File: src/hdl/ufrc_pkg.sv
package ufrc_pkg;
  localparam logic [7:0] UFRC_ADDR_GLYPH = 8'h05;
  localparam logic [7:0] UFRC_ADDR_CURSOR = 8'h0F;
  localparam logic [7:0] UFRC_PTR_FIRST = 8'h80;
  localparam logic [7:0] UFRC_PTR_LASTINC = 8'hF6;
  localparam logic [7:0] UFRC_PTR_FINAL = 8'hF7;
  localparam logic [7:0] UFRC_CURSOR_RESET = 8'h00;
  localparam int UFRC_PTR_BIT = 7;
  localparam int UFRC_BLINK_BIT = 7;
  localparam int UFRC_GLYPHS = 24;
  localparam int UFRC_COLS = 5;
  localparam int UFRC_ENTRIES = UFRC_GLYPHS * UFRC_COLS;
  localparam int UFRC_OSC_HZ = 4000000;
  localparam int UFRC_HALF_SLOW_MS = 1000;
  localparam int UFRC_HALF_FAST_MS = 500;
endpackage : ufrc_pkg

File: src/hdl/ufrc_glyph_cursor.sv
// Functional notes
// - Glyph port read returns 7-bit entry at current pointer.
// - Read-back byte has its top bit forced to zero.
// - Pointer advances after every glyph read below 0xF7.
// - Writes 0x00-0x7F store low seven bits at the pointer.
// - Pointer advances after every glyph write below 0xF7.
// - Writes with bit 7 set load the pointer, store nothing.
// - Pointer 0x80-0xF7 accepted; auto-increment works inside that range.
// - After access at 0xF7 further glyph data accesses are ignored until a pointer write.
// - Pointer writes 0xF8-0xFF become 0x80.
// - Twenty-four glyphs, glyph n based at 0x80 plus 5n.
// - Cursor register: position in bits 6..0, blink flag bit 7.
// - Blinking cursor lit only in first half of blink period.
// - Position code is digit minus one; bits 6,5 both set lights none.
// - Blink clock low first half, high second half, equal halves.
// - Rate bit clear gives 1 s halves, set gives 0.5 s halves.
`timescale 1ns/1ps
`default_nettype none
module ufrc_glyph_cursor #(
  parameter int OSC_HZ = ufrc_pkg::UFRC_OSC_HZ,
  parameter int HALF_SLOW_CYC = OSC_HZ / 1000 * ufrc_pkg::UFRC_HALF_SLOW_MS,
  parameter int HALF_FAST_CYC = OSC_HZ / 1000 * ufrc_pkg::UFRC_HALF_FAST_MS
) (
  input wire logic mclk,
  input wire logic rst_n,
  input wire logic clk_en,
  input wire logic reg_wr,
  input wire logic reg_rd,
  input wire logic [7:0] reg_addr,
  input wire logic [7:0] reg_wdata,
  input wire logic blink_fast,
  input wire logic [6:0] glyph_rd_index,
  output logic [7:0] reg_rdata,
  output logic reg_rvalid,
  output logic [7:0] glyph_ptr,
  output logic glyph_locked,
  output logic [6:0] glyph_col,
  output logic blink_clk,
  output logic cursor_on,
  output logic [6:0] cursor_pos
);
  localparam int ENT = ufrc_pkg::UFRC_ENTRIES;

  logic [6:0] mem [ENT];
  logic [7:0] ptr_ff, nxt_ptr;
  logic lock_ff, nxt_lock;
  logic [7:0] cur_ff, nxt_cur;
  logic [7:0] rdata_ff, nxt_rdata;
  logic rvalid_ff, nxt_rvalid;
  logic [6:0] col_ff, nxt_col;
  logic [31:0] bcnt_ff, nxt_bcnt;
  logic blink_ff, nxt_blink;
  logic con_ff, nxt_con;
  logic glyph_hit, data_acc, mem_we;
  logic [6:0] idx;
  logic [31:0] half_cyc;

  assign glyph_hit = reg_addr == ufrc_pkg::UFRC_ADDR_GLYPH;
  assign idx = 7'(ptr_ff - ufrc_pkg::UFRC_PTR_FIRST);
  // Data access only when not locked and not a pointer write
  assign data_acc = glyph_hit && !lock_ff &&
    (reg_rd || (reg_wr && !reg_wdata[ufrc_pkg::UFRC_PTR_BIT]));
  assign mem_we = clk_en && data_acc && reg_wr;
  assign half_cyc = blink_fast ? 32'(HALF_FAST_CYC) : 32'(HALF_SLOW_CYC);

  always_comb begin
    nxt_ptr = ptr_ff;
    nxt_lock = lock_ff;
    nxt_cur = cur_ff;
    nxt_rdata = rdata_ff;
    nxt_rvalid = 1'b0;
    if (reg_wr && glyph_hit && reg_wdata[ufrc_pkg::UFRC_PTR_BIT]) begin
      nxt_lock = 1'b0;
      if (reg_wdata > ufrc_pkg::UFRC_PTR_FINAL) begin
        nxt_ptr = ufrc_pkg::UFRC_PTR_FIRST;
      end else begin
        nxt_ptr = reg_wdata;
      end
    end else if (data_acc) begin
      if (ptr_ff == ufrc_pkg::UFRC_PTR_FINAL) begin
        nxt_lock = 1'b1;
      end else begin
        nxt_ptr = ptr_ff + 8'h01;
      end
    end else if (reg_wr && reg_addr == ufrc_pkg::UFRC_ADDR_CURSOR) begin
      nxt_cur = reg_wdata;
    end
    if (reg_rd) begin
      nxt_rvalid = 1'b1;
      if (glyph_hit) begin
        // Locked port still answers, with zero
        nxt_rdata = lock_ff ? 8'h00 : {1'b0, mem[idx]};
      end else if (reg_addr == ufrc_pkg::UFRC_ADDR_CURSOR) begin
        nxt_rdata = cur_ff;
      end else begin
        nxt_rdata = 8'h00;
      end
    end
  end

  always_comb begin
    nxt_col = mem[glyph_rd_index < 7'(ENT) ? glyph_rd_index : 7'h00];
    if (bcnt_ff + 32'h1 >= half_cyc) begin
      nxt_bcnt = 32'h0;
      nxt_blink = ~blink_ff;
    end else begin
      nxt_bcnt = bcnt_ff + 32'h1;
      nxt_blink = blink_ff;
    end
    if (cur_ff[6] && cur_ff[5]) begin
      nxt_con = 1'b0;
    end else if (cur_ff[ufrc_pkg::UFRC_BLINK_BIT]) begin
      nxt_con = ~nxt_blink;
    end else begin
      nxt_con = 1'b1;
    end
  end

  // Glyph store has no reset; contents after power-up are undefined
  always_ff @(posedge mclk) begin
    if (mem_we) begin
      mem[idx] <= reg_wdata[6:0];
    end
  end

  always_ff @(posedge mclk or negedge rst_n) begin
    if (!rst_n) begin
      ptr_ff <= ufrc_pkg::UFRC_PTR_FIRST;
      lock_ff <= 1'b0;
      cur_ff <= ufrc_pkg::UFRC_CURSOR_RESET;
      rdata_ff <= 8'h00;
      rvalid_ff <= 1'b0;
      col_ff <= 7'h00;
      bcnt_ff <= 32'h0;
      blink_ff <= 1'b0;
      con_ff <= 1'b0;
    end else if (clk_en) begin
      ptr_ff <= nxt_ptr;
      lock_ff <= nxt_lock;
      cur_ff <= nxt_cur;
      rdata_ff <= nxt_rdata;
      rvalid_ff <= nxt_rvalid;
      col_ff <= nxt_col;
      bcnt_ff <= nxt_bcnt;
      blink_ff <= nxt_blink;
      con_ff <= nxt_con;
    end
  end

  assign reg_rdata = rdata_ff;
  assign reg_rvalid = rvalid_ff;
  assign glyph_ptr = ptr_ff;
  assign glyph_locked = lock_ff;
  assign glyph_col = col_ff;
  assign blink_clk = blink_ff;
  assign cursor_on = con_ff;
  assign cursor_pos = cur_ff[6:0];

  a_rd_msb_zero: assert property (@(posedge mclk) disable iff (!rst_n)
    rvalid_ff |-> !(rdata_ff[7] && $past(glyph_hit))) else $error("glyph read msb set");
  a_ptr_advance: assert property (@(posedge mclk) disable iff (!rst_n)
    clk_en && data_acc && ptr_ff != ufrc_pkg::UFRC_PTR_FINAL |=> ptr_ff == $past(ptr_ff) + 8'h01)
    else $error("pointer did not advance");
  a_ptr_load: assert property (@(posedge mclk) disable iff (!rst_n)
    clk_en && reg_wr && glyph_hit && reg_wdata[7] && reg_wdata <= ufrc_pkg::UFRC_PTR_FINAL
    |=> ptr_ff == $past(reg_wdata) && !lock_ff) else $error("pointer load wrong");
  a_ptr_clamp: assert property (@(posedge mclk) disable iff (!rst_n)
    clk_en && reg_wr && glyph_hit && reg_wdata > ufrc_pkg::UFRC_PTR_FINAL
    |=> ptr_ff == ufrc_pkg::UFRC_PTR_FIRST) else $error("pointer not clamped");
  a_lock_set: assert property (@(posedge mclk) disable iff (!rst_n)
    clk_en && data_acc && ptr_ff == ufrc_pkg::UFRC_PTR_FINAL |=> lock_ff && $stable(ptr_ff))
    else $error("lock not set");
  a_lock_hold: assert property (@(posedge mclk) disable iff (!rst_n)
    lock_ff && !(reg_wr && glyph_hit && reg_wdata[7]) |=> lock_ff) else $error("lock dropped");
  a_ptr_range: assert property (@(posedge mclk) disable iff (!rst_n)
    ptr_ff >= ufrc_pkg::UFRC_PTR_FIRST && ptr_ff <= ufrc_pkg::UFRC_PTR_FINAL)
    else $error("pointer out of range");
  a_no_cursor: assert property (@(posedge mclk) disable iff (!rst_n)
    clk_en && cur_ff[6] && cur_ff[5] |=> !cursor_on) else $error("hidden cursor lit");
  a_blink_half: assert property (@(posedge mclk) disable iff (!rst_n)
    clk_en && !cur_ff[6] && cur_ff[7] && $stable(cur_ff) |=> cursor_on == !blink_ff)
    else $error("blink phase wrong");

  // Clock enable low must freeze the pointer, lock and cursor registers
  a_freeze_state: assert property (@(posedge mclk) disable iff (!rst_n)
    !clk_en |=> $stable(ptr_ff) && $stable(lock_ff) && $stable(cur_ff))
    else $error("state moved while frozen");
  // Idle bus leaves pointer and lock alone
  a_ptr_hold: assert property (@(posedge mclk) disable iff (!rst_n)
    clk_en && !reg_wr && !reg_rd |=> $stable(ptr_ff) && $stable(lock_ff))
    else $error("pointer moved while idle");
  // Every taken read gets exactly one answer pulse
  a_rvalid_pulse: assert property (@(posedge mclk) disable iff (!rst_n)
    clk_en && reg_rd |=> rvalid_ff)
    else $error("read not answered");
  // No answer without a read
  a_rvalid_idle: assert property (@(posedge mclk) disable iff (!rst_n)
    clk_en && !reg_rd |=> !rvalid_ff)
    else $error("spurious read answer");
  // Locked port still answers, but only with zero
  a_locked_zero: assert property (@(posedge mclk) disable iff (!rst_n)
    clk_en && reg_rd && glyph_hit && lock_ff |=> rdata_ff == 8'h00)
    else $error("locked read not zero");
  // Locked pointer stays put until a pointer write
  a_lock_still: assert property (@(posedge mclk) disable iff (!rst_n)
    clk_en && lock_ff && !(reg_wr && glyph_hit && reg_wdata[ufrc_pkg::UFRC_PTR_BIT]) |=> $stable(ptr_ff))
    else $error("locked pointer moved");
  // Cursor byte is kept whole, blink flag included
  a_cur_load: assert property (@(posedge mclk) disable iff (!rst_n)
    clk_en && reg_wr && reg_addr == ufrc_pkg::UFRC_ADDR_CURSOR |=> cur_ff == $past(reg_wdata))
    else $error("cursor write lost");
  // Steady cursor must be lit whatever the blink phase
  a_cur_steady: assert property (@(posedge mclk) disable iff (!rst_n)
    clk_en && !cur_ff[ufrc_pkg::UFRC_BLINK_BIT] && !(cur_ff[6] && cur_ff[5]) |=> cursor_on)
    else $error("steady cursor dark");
  // Blink clock flips once per half period
  a_blink_flip: assert property (@(posedge mclk) disable iff (!rst_n)
    clk_en && bcnt_ff + 32'h1 >= half_cyc |=> blink_ff != $past(blink_ff))
    else $error("blink clock did not flip");
  // Inside a half the blink clock holds, so halves stay equal
  a_blink_hold: assert property (@(posedge mclk) disable iff (!rst_n)
    clk_en && bcnt_ff + 32'h1 < half_cyc |=> $stable(blink_ff))
    else $error("blink clock flipped early");
endmodule : ufrc_glyph_cursor
`default_nettype wire

File: config.mk
export PLATFORM = sky130hd
export DESIGN_NAME = ufrc_glyph_cursor
export DESIGN_NICKNAME = d
export VERILOG_FILES = /design/src/hdl/ufrc_pkg.sv /design/src/hdl/ufrc_glyph_cursor.sv
export SDC_FILE = /design/constraint.sdc
export NUM_CORES = 2
export LEC_CHECK = 0
export BUFFER_PORTS_ARGS = -buffer_cell sky130_fd_sc_hd__clkbuf_2
export CAP_MARGIN = 5
export CORE_AREA = 2 2 354 426
export DETAILED_ROUTE_END_ITERATION = 6
export DIE_AREA = 0 0 356 428
export PLACE_DENSITY = 0.45
export SLEW_MARGIN = 20
export SYNTH_ARGS = -nofsm -noshare
export SYNTH_HDL_FRONTEND = slang
export SYNTH_SLANG_ARGS = --single-unit
File: constraint.sdc
create_clock -name mclk -period 4.45 [get_ports mclk]
set_clock_uncertainty 0.15 [all_clocks]
set_input_delay 0.2225 -clock mclk [delete_from_list [all_inputs] [get_ports mclk]]
set_output_delay 0.2225 -clock mclk [all_outputs]
set_load 0.02 [all_outputs]
==> flow_results.org <==
** Global routing
- The first global-routing pass estimated ~280000 microns of wire.
- Overall global routing resource usage :: 0.261
- Vias in the first global route :: roughly 34000
- Summed over all layers, the global routing overflow is 0.
- Antenna violations before repair :: 8
- Largest net degree at the start of global routing :: about 120

** CTS
- Maximum count of clock buffers along a single path :: 3
- The number of clock buffers added by TritonCTS is 94.
- The tree is rooted in a sky130_fd_sc_hd__clkbuf_16.
- Skew-Pair Late Insertion Delay :: around 0.73 ns
- Total number of H-tree levels :: 3
- Buffers added to address setup during post-CTS repair amount to 0.
- CTS tree :: built
- After clock tree synthesis, the repair step resized 0 gates.
- After clock tree synthesis, the clock-pin slew on the worst setup and hold paths is 0.07 ns.
- Num Clock Sinks :: 907
- Hold buffers post-CTS :: 16

** STA
- Final Hold Fails :: 0
- Slew at the pin closest to its max-slew limit :: 1.13 ns
- Number of slew-limit violations in the final report :: 0
- Static timing analysis puts the maximum clock frequency at 228 MHz.
- Hold Worst Slack :: approximately 0.036 ns
- Time the final worst path needs with I/O delays and setup :: roughly 4.4 ns
- For the final routed database, the setup TNS stands at 0 ns.
- Setup repair after global routing missed its margin :: no
- Fin worst setup slack :: slightly above 0.06 ns
- Of the available clock period, the critical path in the final layout requires 0.986.
- Setup violations remaining at the end of the flow were counted as 0.
- Max transition margin :: 0.240

** Floorplan
- Starting density of the core :: 0.299
- Die H :: 428 microns
- Std-Cell Core Area :: approximately 150000 sq um
- For this design the top-level I/O count stands at 63.
- The initialized floorplan defines 155 standard-cell rows.
- The die covers around 150000 sq um.
- From left edge to right edge, the die measures 356 microns.

** Worst setup path
- Arrival time of the worst setup path :: between 4 and 5 ns
- The worst setup path is launched from a register.
- The critical path is of the register to register type.
- Crit. End Element :: register
- For the worst setup path, the data required time is 4.86 ns.
- In this run the worst path has a maximum fanout of 31.

** Final layout
- Counting the fill cells in the layout gives 14600.
- Compared with the post-synthesis result, the final layout area differs by 16.2%.
- Fraction of layout instances using a drive strength above 1 :: 0.192
- Nets :: roughly 3700

** Synthesis
- The synthesized netlist occupies a cell area of approximately 44000 sq um.
- Post-synthesis sequential area ratio :: 0.608
- Proportion of register bits with asynchronous set or reset after synthesis :: 0.0739
- In the synthesized netlist the dominant register cell turns out to be sky130_fd_sc_hd__edfxtp_1.
- For this run, the number of Yosys warnings is 0.
- Synthesized Nets :: 3518
- Count of flip-flops with a built-in enable after synthesis :: 840
- Post-synthesis average cell area :: approximately 13 sq um
- Register bit total from synthesis :: approximately 900
- Synthesis handed over a netlist of roughly 3500 instances.
- The netlist uses between 90 and 100 different library cells.

** Detailed routing
- Vias :: around 35000
- Number of antenna-violating nets in the routed design :: 0
- Pre-antenna DRT Iters :: 6
- Dividing the detail-routed via count by the number of cells gives approximately 6.1.
- Initial drt markers :: between 4000 and 5000
- Average wire length per cell after detail routing :: about 36 microns
- Wires add up to 204000 microns.
- For this run, design rule violations remaining after detail routing come to 0.

** Placement
- At the placement stage, the worst setup path has a slack of between 0.4 and 0.5 ns.
- Routability Congestion :: approximately 0.98
- In this run the tool buffered the top-level ports with between 60 and 70 buffer cells.
- The wire-length estimate of the detail-placed layout is between 100000 and 150000 microns.

** Power and ir drop
- Worst vdd ir :: 0.365 mV
- In this run the power density over the cells is about 380 nW/um^2.
- Leak :: approximately 0.017 uW

** Hold path
- In this run the worst hold path is classified as input pin to asynchronous set/reset pin.

** Job
- Max-cap violations :: 0

** Run status
- Outcome :: completed
[power breakdown]
part | internal [uW] | total, uW | switching [uW] | leakage (uW)
clock | 4450 | 8100 | 3650 | 0.00149
combinational | 621 | 2000 | 1380 | 0.00713
sequential | 9370 | 9480 | 109 | 0.00840
total | 14400 | 19600 | 5140 | 0.0170
[cells in the mapped netlist, types with 9 or more instances]
cell type	number	area, sq um
sky130_fd_sc_hd__o211ai_1	27	203
sky130_fd_sc_hd__and3_1	52	325
sky130_fd_sc_hd__nor2_1	291	1090
sky130_fd_sc_hd__nand3_1	105	526
sky130_fd_sc_hd__o21ai_0	102	510
sky130_fd_sc_hd__nand2b_1	12	75.1
sky130_fd_sc_hd__buf_6	17	191
sky130_fd_sc_hd__and2_1	13	81.3
sky130_fd_sc_hd__mux2_2	106	1190
sky130_fd_sc_hd__nand4_1	20	125
sky130_fd_sc_hd__o221ai_1	63	552
sky130_fd_sc_hd__a22oi_1	88	661
sky130_fd_sc_hd__buf_1	24	90.1
sky130_fd_sc_hd__a22o_1	44	385
sky130_fd_sc_hd__a221oi_1	119	1040
sky130_fd_sc_hd__a21oi_1	171	856
sky130_fd_sc_hd__o31ai_1	9	67.6
sky130_fd_sc_hd__a222oi_1	9	90.1
sky130_fd_sc_hd__o2bb2ai_1	14	123
sky130_fd_sc_hd__a31oi_1	87	544
sky130_fd_sc_hd__nand2_1	235	882
sky130_fd_sc_hd__clkbuf_1	119	447
sky130_fd_sc_hd__nor4_1	18	113
sky130_fd_sc_hd__dfrtp_1	66	1650
sky130_fd_sc_hd__mux4_2	43	968
sky130_fd_sc_hd__o2111ai_1	11	96.3
sky130_fd_sc_hd__a211oi_1	91	683
sky130_fd_sc_hd__nor3_1	31	155
sky130_fd_sc_hd__edfxtp_1	840	25200
sky130_fd_sc_hd__buf_2	108	541
sky130_fd_sc_hd__nor2b_1	24	150
sky130_fd_sc_hd__a221o_1	17	170
sky130_fd_sc_hd__ha_1	10	125
sky130_fd_sc_hd__inv_1	27	101
sky130_fd_sc_hd__mux2i_1	195	1950
sky130_fd_sc_hd__o22ai_1	76	475
sky130_fd_sc_hd__a311oi_1	16	140
sky130_fd_sc_hd__or3_1	11	68.8
sky130_fd_sc_hd__buf_4	37	278
[placed cells by master (no fill, tap or decap), types with 29 or more instances in the layout]
master | Yosys | routed
sky130_fd_sc_hd__a211oi_1 | 91 | 91
sky130_fd_sc_hd__a21oi_1 | 171 | 170
sky130_fd_sc_hd__a221oi_1 | 119 | 119
sky130_fd_sc_hd__a22o_1 | 44 | 44
sky130_fd_sc_hd__a22oi_1 | 88 | 88
sky130_fd_sc_hd__a31oi_1 | 87 | 87
sky130_fd_sc_hd__and3_1 | 52 | 51
sky130_fd_sc_hd__buf_12 | 0 | 29
sky130_fd_sc_hd__buf_4 | 37 | 272
sky130_fd_sc_hd__clkbuf_16 | 0 | 95
sky130_fd_sc_hd__clkbuf_2 | 0 | 51
sky130_fd_sc_hd__dfrtp_1 | 66 | 61
sky130_fd_sc_hd__edfxtp_1 | 840 | 840
sky130_fd_sc_hd__mux2_2 | 106 | 106
sky130_fd_sc_hd__mux2i_1 | 195 | 195
sky130_fd_sc_hd__mux4_2 | 43 | 43
sky130_fd_sc_hd__nand2_1 | 235 | 231
sky130_fd_sc_hd__nand3_1 | 105 | 105
sky130_fd_sc_hd__nor2_1 | 291 | 288
sky130_fd_sc_hd__nor3_1 | 31 | 30
sky130_fd_sc_hd__o21ai_0 | 102 | 101
sky130_fd_sc_hd__o221ai_1 | 63 | 63
sky130_fd_sc_hd__o22ai_1 | 76 | 76
[registers in the layout, indices dropped and copies added, names as in the netlist, 7 cells and up]
name,count
glyph_ptr,8
reg_rdata,8
bcnt_ff,32
mem,840
cur_ff,8
glyph_col,7
[cell families (layout without fill, tap and decap cells)]
logic type / after synthesis / count (layout) / synth area share
compound gates: 1018 / 1018 / 0.166
flops: 907 / 907 / 0.608
simple gates: 845 / 845 / 0.0886
mux: 347 / 347 / 0.0939
buf+inv: 338 / 577 / 0.0380
xor+xnor: 14 / 14 / 0.00277
fa+ha+maj: 10 / 10 / 0.00283
other cells: 0 / 6 / 0
[worst paths after layout]
kind	start	to	slack, ns	cells past startpoint
max reg2reg	glyph_ptr[1]$_DFFE_PN0P_	reg_rdata[6]$_DFFE_PN0P_	0.06	8
max	glyph_ptr[1]$_DFFE_PN0P_	reg_rdata[6]$_DFFE_PN0P_	0.06	8
max in group asynchronous	rst_n	glyph_ptr[0]$_DFFE_PN0P_	3.32	2
min	rst_n	bcnt_ff[22]$_DFFE_PN0P_	0.04	2
min reg2reg	reg_rdata[7]$_DFFE_PN0P_	reg_rdata[7]$_DFFE_PN0P_	0.32	2
min in group mclk	reg_wdata[6]	mem[91][6]$_DFFE_PP_	0.04	2
[cell type report]
type,instances,area [sq um],share of cell area
antenna,6,15.0,0.000292
clock buffer,113,2460,0.0479
clock inverter,62,596,0.0116
inverter,32,121,0.00236
multi-input combinational,2234,15800,0.307
sequential,907,26900,0.524
tap,1962,2450,0.0478
timing repair buffer,370,3070,0.0597
[worst max-delay path: stages, from the launching register on]
cell and delay (ns):
sky130_fd_sc_hd__dfrtp_4 0.78, sky130_fd_sc_hd__and3b_2 0.50, sky130_fd_sc_hd__a22o_1 0.36, sky130_fd_sc_hd__a221oi_1 0.22, sky130_fd_sc_hd__a31oi_1 0.24, sky130_fd_sc_hd__nor3_1 0.51, sky130_fd_sc_hd__o21ai_0 0.31, sky130_fd_sc_hd__o41ai_1 0.96
sky130_fd_sc_hd__a21oi_1 0.13
[through the flow]
step,total power [uW],utilization,cell area (sq um),instances
after global placement,11600,0.325,48200,5489
after global routing,20000,0.347,51400,5681
final,19600,0.347,51400,5686
after floorplan,10600,-,44200,3479
after detailed placement,11600,0.325,48200,5489
after CTS,19600,0.347,51400,5680
[routing by layer]
layer	global-route usage	routed length, microns	vias up
li1	-	-	14300
met1	0.329	79600	18000
met5	0	51	-
met3	0.0494	17000	531
met4	0.150	13100	6
met2	0.417	94600	2129
No activity file was read; power rests on OpenSTA's default activity.
